--- src/pkg/sdram_cmd_pkg.sv ---
package sdram_cmd_pkg;

	// Geometry
	localparam int NUM_BANKS = 4;
	localparam int BA_W      = 2;
	localparam int ADDR_W    = 12;
	localparam int AP_BIT    = 10;  // Auto precharge on column access, all banks on precharge
	localparam int TMR_W     = 5;

	// Clock and timing; clock period in ps, times in ns, counts rounded up to whole cycles
	localparam int CLK_PS     = 8000;
	localparam int T_RP_NS    = 24;
	localparam int T_RCD_NS   = 24;
	localparam int T_RFC_NS   = 80;
	localparam int T_MRD_CYC  = 2;
	localparam int BURST_LEN  = 4;
	localparam int T_RP_CYC   = (T_RP_NS * 1000 + CLK_PS - 1) / CLK_PS;
	localparam int T_RCD_CYC  = (T_RCD_NS * 1000 + CLK_PS - 1) / CLK_PS;
	localparam int T_RFC_CYC  = (T_RFC_NS * 1000 + CLK_PS - 1) / CLK_PS;

	// Pin codes {cs_n, ras_n, cas_n, we_n}
	localparam logic [3:0] PIN_NOP     = 4'h7;
	localparam logic [3:0] PIN_ACTIVE  = 4'h3;
	localparam logic [3:0] PIN_REFRESH = 4'h1;
	localparam logic [3:0] PIN_MODE    = 4'h0;
	localparam logic [3:0] PIN_READ    = 4'h5;
	localparam logic [3:0] PIN_WRITE   = 4'h4;
	localparam logic [3:0] PIN_PRECH   = 4'h2;
	localparam logic [3:0] PIN_BTERM   = 4'h6;

	// Per-bank states, Gray coded along activate, access, precharge
	typedef enum logic [2:0] {
		BANK_IDLE        = 3'h0,
		BANK_ACTIVATING  = 3'h1,
		BANK_ACTIVE      = 3'h3,
		BANK_READ        = 3'h2,
		BANK_WRITE       = 3'h6,
		BANK_READ_AP     = 3'h7,
		BANK_WRITE_AP    = 3'h5,
		BANK_PRECHARGING = 3'h4
	} bank_state_type;

	// Whole-device states
	typedef enum logic [1:0] {
		DEV_NORMAL  = 2'h0,
		DEV_REFRESH = 2'h1,
		DEV_MODE    = 2'h3,
		DEV_PREALL  = 2'h2
	} dev_state_type;

	// Commands on the controller's user side
	typedef enum logic [2:0] {
		REQ_ACTIVE  = 3'h0,
		REQ_READ    = 3'h1,
		REQ_WRITE   = 3'h3,
		REQ_PRECH   = 3'h2,
		REQ_BTERM   = 3'h6,
		REQ_REFRESH = 3'h7,
		REQ_MODE    = 3'h5
	} req_cmd_type;

endpackage

--- src/pkg/sdram_cmd_if.sv ---
`timescale 1ns/10ps
interface sdram_cmd_if;
	logic                              cke;
	logic                              cs_n;
	logic                              ras_n;
	logic                              cas_n;
	logic                              we_n;
	logic [sdram_cmd_pkg::BA_W-1:0]    ba;
	logic [sdram_cmd_pkg::ADDR_W-1:0]  addr;

	modport ctrl (output cke, cs_n, ras_n, cas_n, we_n, ba, addr);
	modport dev  (input cke, cs_n, ras_n, cas_n, we_n, ba, addr);
endinterface

--- src/hdl/sdram_bank_tracker.sv ---
`timescale 1ns/10ps
// Operation
// - Inhibit or NOP continues current operations
// - Decode ACTIVE, open row in bank
// - Refresh, mode load need all banks idle
// - Decode READ and WRITE, optional auto precharge
// - Decode PRECHARGE; idle bank stays idle
// - Burst terminate ends latest burst anywhere
// - Precharge truncates plain burst, starts precharging
// - New column access restarts plain burst
// - Idle after tRP, active after tRCD
// - Read/write state until burst ends
// - Precharging until tRP, then idle
// - Activating until tRCD, then active
// - Auto precharge access until tRP met
// - Busy bank receives only NOP or inhibit
// - No commands during refresh, mode, precharge-all
// - Refreshing until tRFC, then all idle
// - Mode access until tMRD, then all idle
// - Precharge all: non-idle banks precharging until tRP, idle banks stay idle
// - Precharge all only from permitted states; else violation flagged, yet DEV_PREALL still entered
// - Other banks accept ACTIVE/READ/WRITE/PRECHARGE
// - Other bank access interrupts running burst
// - Commands count only with clock enable held
module sdram_bank_tracker (
	// Clock and reset
	input  wire logic                                clk,
	input  wire logic                                rst,
	// Command pins from the controller
	sdram_cmd_if.dev                                 pins,
	// Observed state
	output sdram_cmd_pkg::bank_state_type [3:0]      bank_state,
	output sdram_cmd_pkg::dev_state_type             dev_state,
	output logic                                     cmd_violation
);

	typedef struct packed {
		sdram_cmd_pkg::bank_state_type [3:0]         bank;
		logic [3:0][sdram_cmd_pkg::TMR_W-1:0]        tmr;
		sdram_cmd_pkg::dev_state_type                dev;
		logic [sdram_cmd_pkg::TMR_W-1:0]             dev_tmr;
		logic                                        cke_prev;
		logic [sdram_cmd_pkg::BA_W-1:0]              last_bank;
		logic                                        viol;
	} state_type;

	localparam logic [sdram_cmd_pkg::TMR_W-1:0] RP  =
		sdram_cmd_pkg::TMR_W'(sdram_cmd_pkg::T_RP_CYC);
	localparam logic [sdram_cmd_pkg::TMR_W-1:0] RCD =
		sdram_cmd_pkg::TMR_W'(sdram_cmd_pkg::T_RCD_CYC);
	localparam logic [sdram_cmd_pkg::TMR_W-1:0] RFC =
		sdram_cmd_pkg::TMR_W'(sdram_cmd_pkg::T_RFC_CYC);
	localparam logic [sdram_cmd_pkg::TMR_W-1:0] MRD =
		sdram_cmd_pkg::TMR_W'(sdram_cmd_pkg::T_MRD_CYC);
	localparam logic [sdram_cmd_pkg::TMR_W-1:0] BL  =
		sdram_cmd_pkg::TMR_W'(sdram_cmd_pkg::BURST_LEN);
	localparam logic [sdram_cmd_pkg::TMR_W-1:0] ONE = 5'h01;

	state_type state_q;
	state_type state_d;
	logic [3:0] pin_cmd;
	logic       cmd_live;
	logic       all_idle;
	logic       ap;

	// Pin decode; controller logic shares our clock, so no synchroniser
	assign pin_cmd = {pins.cs_n, pins.ras_n, pins.cas_n, pins.we_n};
	assign ap      = pins.addr[sdram_cmd_pkg::AP_BIT];
	// Clock enable must be high on this and the previous edge
	assign cmd_live = pins.cke && state_q.cke_prev;

	// Next state for all banks and the whole device
	always_comb
	begin
		state_d          = state_q;
		state_d.cke_prev = pins.cke;
		state_d.viol     = 1'b0;
		all_idle         = 1'b1;

		// Timers run down; expiry moves each bank on by itself
		for (int n = 0; n < sdram_cmd_pkg::NUM_BANKS; n++)
		begin
			if (state_q.bank[n] != sdram_cmd_pkg::BANK_IDLE)
				all_idle = 1'b0;
			if (state_q.tmr[n] != '0)
				state_d.tmr[n] = state_q.tmr[n] - ONE;
			if (state_q.tmr[n] == ONE)
			begin
				case (state_q.bank[n])
					sdram_cmd_pkg::BANK_ACTIVATING:
						state_d.bank[n] = sdram_cmd_pkg::BANK_ACTIVE;
					sdram_cmd_pkg::BANK_READ,
					sdram_cmd_pkg::BANK_WRITE:
						state_d.bank[n] = sdram_cmd_pkg::BANK_ACTIVE;
					sdram_cmd_pkg::BANK_READ_AP,
					sdram_cmd_pkg::BANK_WRITE_AP,
					sdram_cmd_pkg::BANK_PRECHARGING:
						state_d.bank[n] = sdram_cmd_pkg::BANK_IDLE;
					default:
						state_d.bank[n] = state_q.bank[n];
				endcase
			end
		end

		// Whole-device operations end with their own timer
		if (state_q.dev_tmr != '0)
			state_d.dev_tmr = state_q.dev_tmr - ONE;
		if (state_q.dev_tmr == ONE)
			state_d.dev = sdram_cmd_pkg::DEV_NORMAL;

		// Inhibit and NOP fall through untouched
		if (cmd_live && !pin_cmd[3] && pin_cmd != sdram_cmd_pkg::PIN_NOP)
		begin
			if (state_q.dev != sdram_cmd_pkg::DEV_NORMAL)
				state_d.viol = 1'b1;  // Ignored while device busy
			else
			begin
				case (pin_cmd)
					sdram_cmd_pkg::PIN_ACTIVE:
					begin
						// Only the addressed bank's own state decides
						if (state_q.bank[pins.ba] == sdram_cmd_pkg::BANK_IDLE)
						begin
							state_d.bank[pins.ba] = sdram_cmd_pkg::BANK_ACTIVATING;
							state_d.tmr[pins.ba]  = RCD;
						end
						else
							state_d.viol = 1'b1;
					end
					sdram_cmd_pkg::PIN_READ,
					sdram_cmd_pkg::PIN_WRITE:
					begin
						case (state_q.bank[pins.ba])
							sdram_cmd_pkg::BANK_ACTIVE,
							sdram_cmd_pkg::BANK_READ,
							sdram_cmd_pkg::BANK_WRITE:
							begin
								// Restart of a running burst is legal
								if (pin_cmd == sdram_cmd_pkg::PIN_READ)
									state_d.bank[pins.ba] = ap ? sdram_cmd_pkg::BANK_READ_AP
										: sdram_cmd_pkg::BANK_READ;
								else
									state_d.bank[pins.ba] = ap ? sdram_cmd_pkg::BANK_WRITE_AP
										: sdram_cmd_pkg::BANK_WRITE;
								// Auto precharge counts the burst plus tRP
								state_d.tmr[pins.ba] = ap ? BL + RP : BL;
								state_d.last_bank    = pins.ba;
								// Other banks' bursts are cut short
								for (int m = 0; m < sdram_cmd_pkg::NUM_BANKS; m++)
								begin
									if (m != int'(pins.ba))
									begin
										if (state_q.bank[m] == sdram_cmd_pkg::BANK_READ
											|| state_q.bank[m] == sdram_cmd_pkg::BANK_WRITE)
										begin
											state_d.bank[m] = sdram_cmd_pkg::BANK_ACTIVE;
											state_d.tmr[m]  = '0;
										end
										else if ((state_q.bank[m] == sdram_cmd_pkg::BANK_READ_AP
											|| state_q.bank[m] == sdram_cmd_pkg::BANK_WRITE_AP)
											&& state_q.tmr[m] > RP)
											state_d.tmr[m] = RP;  // Precharge starts now
									end
								end
							end
							default:
								state_d.viol = 1'b1;
						endcase
					end
					sdram_cmd_pkg::PIN_PRECH:
					begin
						if (ap)
						begin
							// Every bank must be in a state that may precharge
							for (int m = 0; m < sdram_cmd_pkg::NUM_BANKS; m++)
							begin
								if (state_q.bank[m] == sdram_cmd_pkg::BANK_ACTIVATING
									|| state_q.bank[m] == sdram_cmd_pkg::BANK_READ_AP
									|| state_q.bank[m] == sdram_cmd_pkg::BANK_WRITE_AP)
									state_d.viol = 1'b1;
								else if (state_q.bank[m] != sdram_cmd_pkg::BANK_IDLE)
								begin
									state_d.bank[m] = sdram_cmd_pkg::BANK_PRECHARGING;
									state_d.tmr[m]  = RP;
								end
							end
							state_d.dev     = sdram_cmd_pkg::DEV_PREALL;
							state_d.dev_tmr = RP;
						end
						else
						begin
							case (state_q.bank[pins.ba])
								sdram_cmd_pkg::BANK_IDLE:
									state_d.bank[pins.ba] = sdram_cmd_pkg::BANK_IDLE;
								sdram_cmd_pkg::BANK_ACTIVE,
								sdram_cmd_pkg::BANK_READ,
								sdram_cmd_pkg::BANK_WRITE:
								begin
									// Truncates any plain burst
									state_d.bank[pins.ba] = sdram_cmd_pkg::BANK_PRECHARGING;
									state_d.tmr[pins.ba]  = RP;
								end
								default:
									state_d.viol = 1'b1;
							endcase
						end
					end
					sdram_cmd_pkg::PIN_BTERM:
					begin
						// Acts on the latest burst whatever bank it is
						case (state_q.bank[state_q.last_bank])
							sdram_cmd_pkg::BANK_READ,
							sdram_cmd_pkg::BANK_WRITE:
							begin
								state_d.bank[state_q.last_bank] = sdram_cmd_pkg::BANK_ACTIVE;
								state_d.tmr[state_q.last_bank]  = '0;
							end
							sdram_cmd_pkg::BANK_READ_AP,
							sdram_cmd_pkg::BANK_WRITE_AP:
								if (state_q.tmr[state_q.last_bank] > RP)
									state_d.tmr[state_q.last_bank] = RP;
							default:
								state_d.viol = 1'b1;
						endcase
					end
					sdram_cmd_pkg::PIN_REFRESH,
					sdram_cmd_pkg::PIN_MODE:
					begin
						if (!all_idle)
							state_d.viol = 1'b1;
						else if (pin_cmd == sdram_cmd_pkg::PIN_REFRESH)
						begin
							state_d.dev     = sdram_cmd_pkg::DEV_REFRESH;
							state_d.dev_tmr = RFC;
						end
						else
						begin
							state_d.dev     = sdram_cmd_pkg::DEV_MODE;
							state_d.dev_tmr = MRD;
						end
					end
					default:
						state_d.viol = 1'b0;
				endcase
			end
		end
	end

	// Single state register; every output is a field of it
	always_ff @(posedge clk)
	begin
		if (rst)
		begin
			state_q <= '0;
		end
		else
		begin
			state_q <= state_d;
		end
	end

	assign bank_state    = state_q.bank;
	assign dev_state     = state_q.dev;
	assign cmd_violation = state_q.viol;

endmodule

--- src/flat_wrapper.sv ---
// flat-port wrapper written by rule: the top's interface ports become plain ports
module sdram_bank_tracker_flat 
  (clk, rst, bank_state, dev_state, cmd_violation, pins_cke, pins_cs_n, pins_ras_n, pins_cas_n, pins_we_n, pins_ba, pins_addr);
  sdram_cmd_if pins_i ();
  input  wire logic clk;
  input  wire logic rst;
  output sdram_cmd_pkg::bank_state_type [3:0] bank_state;
  output sdram_cmd_pkg::dev_state_type dev_state;
  output logic cmd_violation;
  input wire logic [$bits(pins_i.cke)-1:0] pins_cke;
  input wire logic [$bits(pins_i.cs_n)-1:0] pins_cs_n;
  input wire logic [$bits(pins_i.ras_n)-1:0] pins_ras_n;
  input wire logic [$bits(pins_i.cas_n)-1:0] pins_cas_n;
  input wire logic [$bits(pins_i.we_n)-1:0] pins_we_n;
  input wire logic [$bits(pins_i.ba)-1:0] pins_ba;
  input wire logic [$bits(pins_i.addr)-1:0] pins_addr;
  assign pins_i.cke = pins_cke;
  assign pins_i.cs_n = pins_cs_n;
  assign pins_i.ras_n = pins_ras_n;
  assign pins_i.cas_n = pins_cas_n;
  assign pins_i.we_n = pins_we_n;
  assign pins_i.ba = pins_ba;
  assign pins_i.addr = pins_addr;
  sdram_bank_tracker u_core (.clk(clk), .rst(rst), .pins(pins_i), .bank_state(bank_state), .dev_state(dev_state), .cmd_violation(cmd_violation));
endmodule
--- config.mk ---
export PLATFORM = sky130hd
export DESIGN_NAME = sdram_bank_tracker_flat
export DESIGN_NICKNAME = d
export VERILOG_FILES = /design/src/pkg/sdram_cmd_pkg.sv /design/src/pkg/sdram_cmd_if.sv /design/src/hdl/sdram_bank_tracker.sv /design/src/flat_wrapper.sv
export SDC_FILE = /design/constraint.sdc
export NUM_CORES = 1
export LEC_CHECK = 0
export BUFFER_PORTS_ARGS = -buffer_cell sky130_fd_sc_hd__buf_2
export CORE_MARGIN = 3
export CORE_UTILIZATION = 34
export CTS_BUF_LIST = sky130_fd_sc_hd__clkbuf_16
export CTS_CLUSTER_SIZE = 28
export DETAILED_ROUTE_END_ITERATION = 7
export SKIP_LAST_GASP = 1
export SYNTH_ARGS = -nofsm -noshare
export SYNTH_HDL_FRONTEND = slang
export SYNTH_SLANG_ARGS = --single-unit
--- constraint.sdc ---
create_clock -name clk -period 3.3 [get_ports clk]
set_input_delay 0 -clock clk [delete_from_list [all_inputs] [get_ports clk]]
set_output_delay 0 -clock clk [all_outputs]
set_load 0.05 [all_outputs]
[After elaboration in Yosys (flattened, before gate mapping)]
Index checks and enable logic that the tools add are counted.
Storage, ports and cells
  output and inout bits: 15
  word-level logic and storage cells: 252
  input port bits: 21
  register bits: 43
Cells by class
  bitwise operators: 21
  muxes and demuxes: 102
  magnitude comparators: 9
  reduce and logical (&&, ||, !) cells: 56
  add/subtract/negate cells: 5
  equal/unequal tests: 46
Operator list (number)
  $mux W5: 28
  $pmux W32 S4: 1
  $mux W32: 3
  $mux W39: 2
  $mux W3: 25
  $eq A3 B3 Y1 const B: 20
  $mux W20: 2
  $pmux W20 S2: 1
  $and A12 B12 Y12: 3
  $not A12 Y12: 3
  $reduce_or A3 Y1: 9
  $eq A5 B1 Y1 const B: 5
  $gt A5 B2 Y1 const B: 5
  $reduce_bool A5 Y1: 5
  $sub A5 B1 Y5 const B: 5
  $bwmux W12: 2
  $mux W12: 2
  $or A8 B8 Y8: 3
  $pmux W12 S2: 1
  $pmux W3 S2: 4
  $eq A3 B2 Y1 const B: 7
  $mux W7: 3
  $and A20 B20 Y20: 1
  $bwmux W20: 1
  other kinds (34): 98

[Depth between registers and ports, before layout]
  word-level depth: 12
  mapped depth: 9
  depth with buffers taken out: 8

[Worst setup path before layout]
No wires, ideal clock.
  path type: register to register
  from: register u_core.state_q[11] (netlist name)
  to: register u_core.state_q[11] (netlist name)
  path slack: 1.012 ns
  library setup time: 0.135 ns
  arrival time: 2.153 ns
  required time: 3.165 ns
  stages on the path, launching flop included: 9
  period minus slack after synthesis: 2.288 ns
  buffers on the path: 0
  path through: dfxtp_1 -> inv_1 -> ha_1 -> or4b_2 -> xnor2_1 -> a211oi_1 -> nor3_1 -> a2111oi_0 -> o22ai_1
On the way
  cells in the longest elaborated chain, start to end: 10
  elaborated cells on any way between the ends: 26
  those cells by class: 1 x add/sub; 2 x order compare; 18 x mux; 3 x bitwise; 2 x reduce/logical
RTL lines
  start, declared: RTL line sdram_bank_tracker.sv:59  | state_type state_q;
  start signal, assigned: RTL line sdram_bank_tracker.sv:258  | state_q <= state_d;
  $sub A5 B1 Y5 or $reduce_bool A5 Y1 (tied branches): RTL line sdram_bank_tracker.sv:86, sdram_bank_tracker.sv:85
  $mux W5: RTL line sdram_bank_tracker.sv:85  | if (state_q.tmr[n] != '0)
  $bwmux W20: RTL line sdram_bank_tracker.sv:146  | state_d.tmr[pins.ba] = ap ? BL + RP : BL;
  $mux W5: RTL line sdram_bank_tracker.sv:159  | else if ((state_q.bank[m] == sdram_cmd_pkg::BANK_READ_AP
  $mux W5: RTL line sdram_bank_tracker.sv:153  | if (state_q.bank[m] == sdram_cmd_pkg::BANK_READ
  $mux W5: RTL line sdram_bank_tracker.sv:151  | if (m != int'(pins.ba))
  $mux W32: RTL line sdram_bank_tracker.sv:133  | case (state_q.bank[pins.ba])
  $pmux W32 S4: RTL line sdram_bank_tracker.sv:118  | case (pin_cmd)
  $mux W39: RTL line sdram_bank_tracker.sv:114  | if (state_q.dev != sdram_cmd_pkg::DEV_NORMAL)
  $mux W39 (*): RTL line sdram_bank_tracker.sv:112  | if (cmd_live && !pin_cmd[3] && pin_cmd != sdram_cmd_pkg::PIN_NOP)
Every way passes the cells marked *; elsewhere a longest branch is shown, timed or not. The select of a mux whose other input is x is not followed.
A chain may end at the register's enable or synchronous reset.

[Worst setup path in the final report]
Ends and elaborated chain as after synthesis.

==> results.yml <==
outcome:
  status: "finished clean"
final_layout:
  layoutNonFillerInstCount: 709
  layout-drive-gt1-share_pct: 11.8
  syn2layout_area_growth_pct: 7.40
  diodes: 0
  nets: 604
timing:
  slew_headroom_pct: 47.8
  slew_violations: 0
  finalCritPeriodShare_pct: 80.6
  min_period_ns: 2.66
  totalNegativeSetupSlack_ns: 0
  finalSetupViolCount: 0
  skew_ns: 0.00853
  max_freq_mhz: 376
  rsz0062_at_grt: "false"
  finalHoldViolations: 0
  tightest_slew_ns: 0.779
synthesis:
  async_reset_ff_share_pct: 0
  syn_area_per_cell_um2: 7.35
  synth_area_leaders: "dfxtp_1 (21%), a21oi_1 (6.3%), ha_1 (5.4%), o21ai_0 (4.8%), nor2_1 (4.7%)"
  synth_common_cells: "a21oi_1 (52), nor2_1 (52), nand2_1 (49), dfxtp_1 (43), o21ai_0 (40)"
  ys_ff_latch: 43
  syn-cell-area_mm2: 0.00414
  synthFlopType: "dfxtp_1"
  yosys_warnings: 0
  synth_nets: 603
  synth_top_area_share_pct: 20.8
  synth_edf_count: 0
  syn_inst: 564
  ys_types: 69
  synth_top_area_cell: "dfxtp_1"
  synth-seq-area-share_pct: 20.8
floorplan:
  num_rows: 39
  ios: 36
  core_mm2: 0.0117
  die-area_mm2: 0.0135
  die-height_um: 116
  start_util_pct: 35.5
  die_x_um: 116
routing:
  finalWirelength_um: 14100
  vias: 4381
  detail_route.first_pass.iterations: 5
  drcViolationCount: 0
  avgViaCountPerCell: 6.18
  routedWlPerCell_um: 19.9
  first_iter_violations: 429
  ant_nets: 0
placement:
  place_inst: 700
  numPortBuffers: 24
  finalWeightedCongestion: 0.990
  hpwlAfterDp_um: 10300
cts:
  clk_latency_ns: 0.30
  cts_tree: "yes"
  cts_max_level: 2
  postCtsSetupRepairBufs: 0
  cts_hold_buf: 1
  clk_root_buffer_cell: "clkbuf_16"
  cts_made_buffers: 5
  cts.sinks: 43
  cts_buffer_depth: 2
  post_cts_resized: 0
  clkTransAtPathRegs_ns: 0.07
power_and_ir_drop:
  power_density_mw_per_mm2: 595
  ir_drop_mv: 0.292
  p_leak_nw: 1.63
grt:
  grt.overflow.total: 0
  grtUsageTotal_pct: 21.5
  antenna_found_initial: 0
  grt_pass1_vias: 4225
  grt_pass1_wl_um: 22900
  grt_max_degree: 34
critical_path:
  worstSetupPathType: "flop to flop"
  cp-start-kind: "flop"
  cp-end-kind: "flop"
  startpoint: "u_core.state_q[11]"
  critPathRequiredTime_ns: 3.45
  r2r-start: "u_core.state_q[11]"
  cp.arrival_ns: 2.81
  path_max_fanout: 5
min_path:
  hp-class: "input pin to flop"
  hp-start: "pins_ba[1]"
flow_run:
  maxCapViolations: 0
-- worst paths after layout --
| check | endpoint | slack [ns] | cells past startpoint |
|---|---|---|---|
| min reg2reg | u_core.state_q[8] | 0.49 | 1 |
| max | u_core.state_q[11] | 0.64 | 8 |
| max reg2reg | u_core.state_q[11] | 0.64 | 8 |
| min | u_core.state_q[2] | 0.09 | 3 |
-- critical path, cell delays in order (launching register included) --
cell	delay, ns
dfxtp_1	0.34
inv_1	0.13
ha_1	0.22
or4b_2	0.65
xnor2_1	0.21
a211oi_1	0.26
nor3_1	0.07
a2111oi_0	0.51
o22ai_1	0.12
-- cell families after synthesis --
group / count (synthesis) / synth area share [%]
mux: 15 / 5.43
xor+xnor: 11 / 2.32
compound gates: 176 / 28.4
fa+ha+maj: 19 / 5.71
flops: 43 / 20.8
buf+inv: 68 / 8.15
simple gates: 232 / 29.2
-- state kept, by name (all words and copies together) (netlist names) --
name and count:
u_core.state_q 28, u_core.bank_state 12, u_core.dev_state 2, u_core.cmd_violation 1
-- routing by layer --
layer | track usage (%) | part of all wire, % | vias to the layer above
met4 | 9.51 | 4.0 | 0
met3 | 3.32 | 7.5 | 45
met2 | 34.9 | 46 | 178
met5 | 0 | 0 | -
li1 | - | - | 2086
met1 | 28.2 | 43 | 2072
-- stage by stage --
step	power, mW	instance area [um2]	hold WS [ns]	utilization, %	setup slack (ns)
3_3_place_gp	2.12	4300	0.235	36.9	0.803
3_5_place_dp	2.16	4300	0.250	36.9	0.751
2_1_floorplan	1.86	4140	0.128	-	1.01
6_report	2.65	4450	0.0858	38.2	0.641
5_1_grt	2.92	4450	0.107	38.2	0.424
4_1_cts	2.67	4450	0.0731	38.2	0.735
-- placed cells by master, fill, tap and decap left out, drive strengths merged, types with 6 or more instances in the layout --
cell type,n
a211oi,10
ha,18
o311ai,6
nor4,13
nand2b,16
o31ai,8
mux4,6
or2,6
nand3b,7
o21ai,40
xnor2,7
nand2,49
a21o,6
nor3,29
and3,7
nor2b,15
inv,22
nand3,14
a21oi,52
a31oi,6
dfxtp,43
mux2i,9
buf,39
nor2,52
-- report_power, final --
part           total (mW)  leakage [nW]  internal, mW  switching [mW]
Clock               0.490        0.0649         0.275           0.215
Sequential          0.821         0.352         0.656           0.165
Combinational        1.34          1.21         0.568           0.770
-- final cells by class --
| class | instances | area, um2 |
|---|---|---|
| Clock buffer | 5 | 125 |
| Inverter | 22 | 82.6 |
| Tap cell | 143 | 179 |
| Multi-Input combinational cell | 453 | 2950 |
| Sequential cell | 43 | 861 |
| Fill cell | 1231 | 7210 |
| Clock inverter | 3 | 15.0 |
| Timing Repair Buffer | 40 | 243 |
Note: power is estimated with default switching activity, not from simulation.
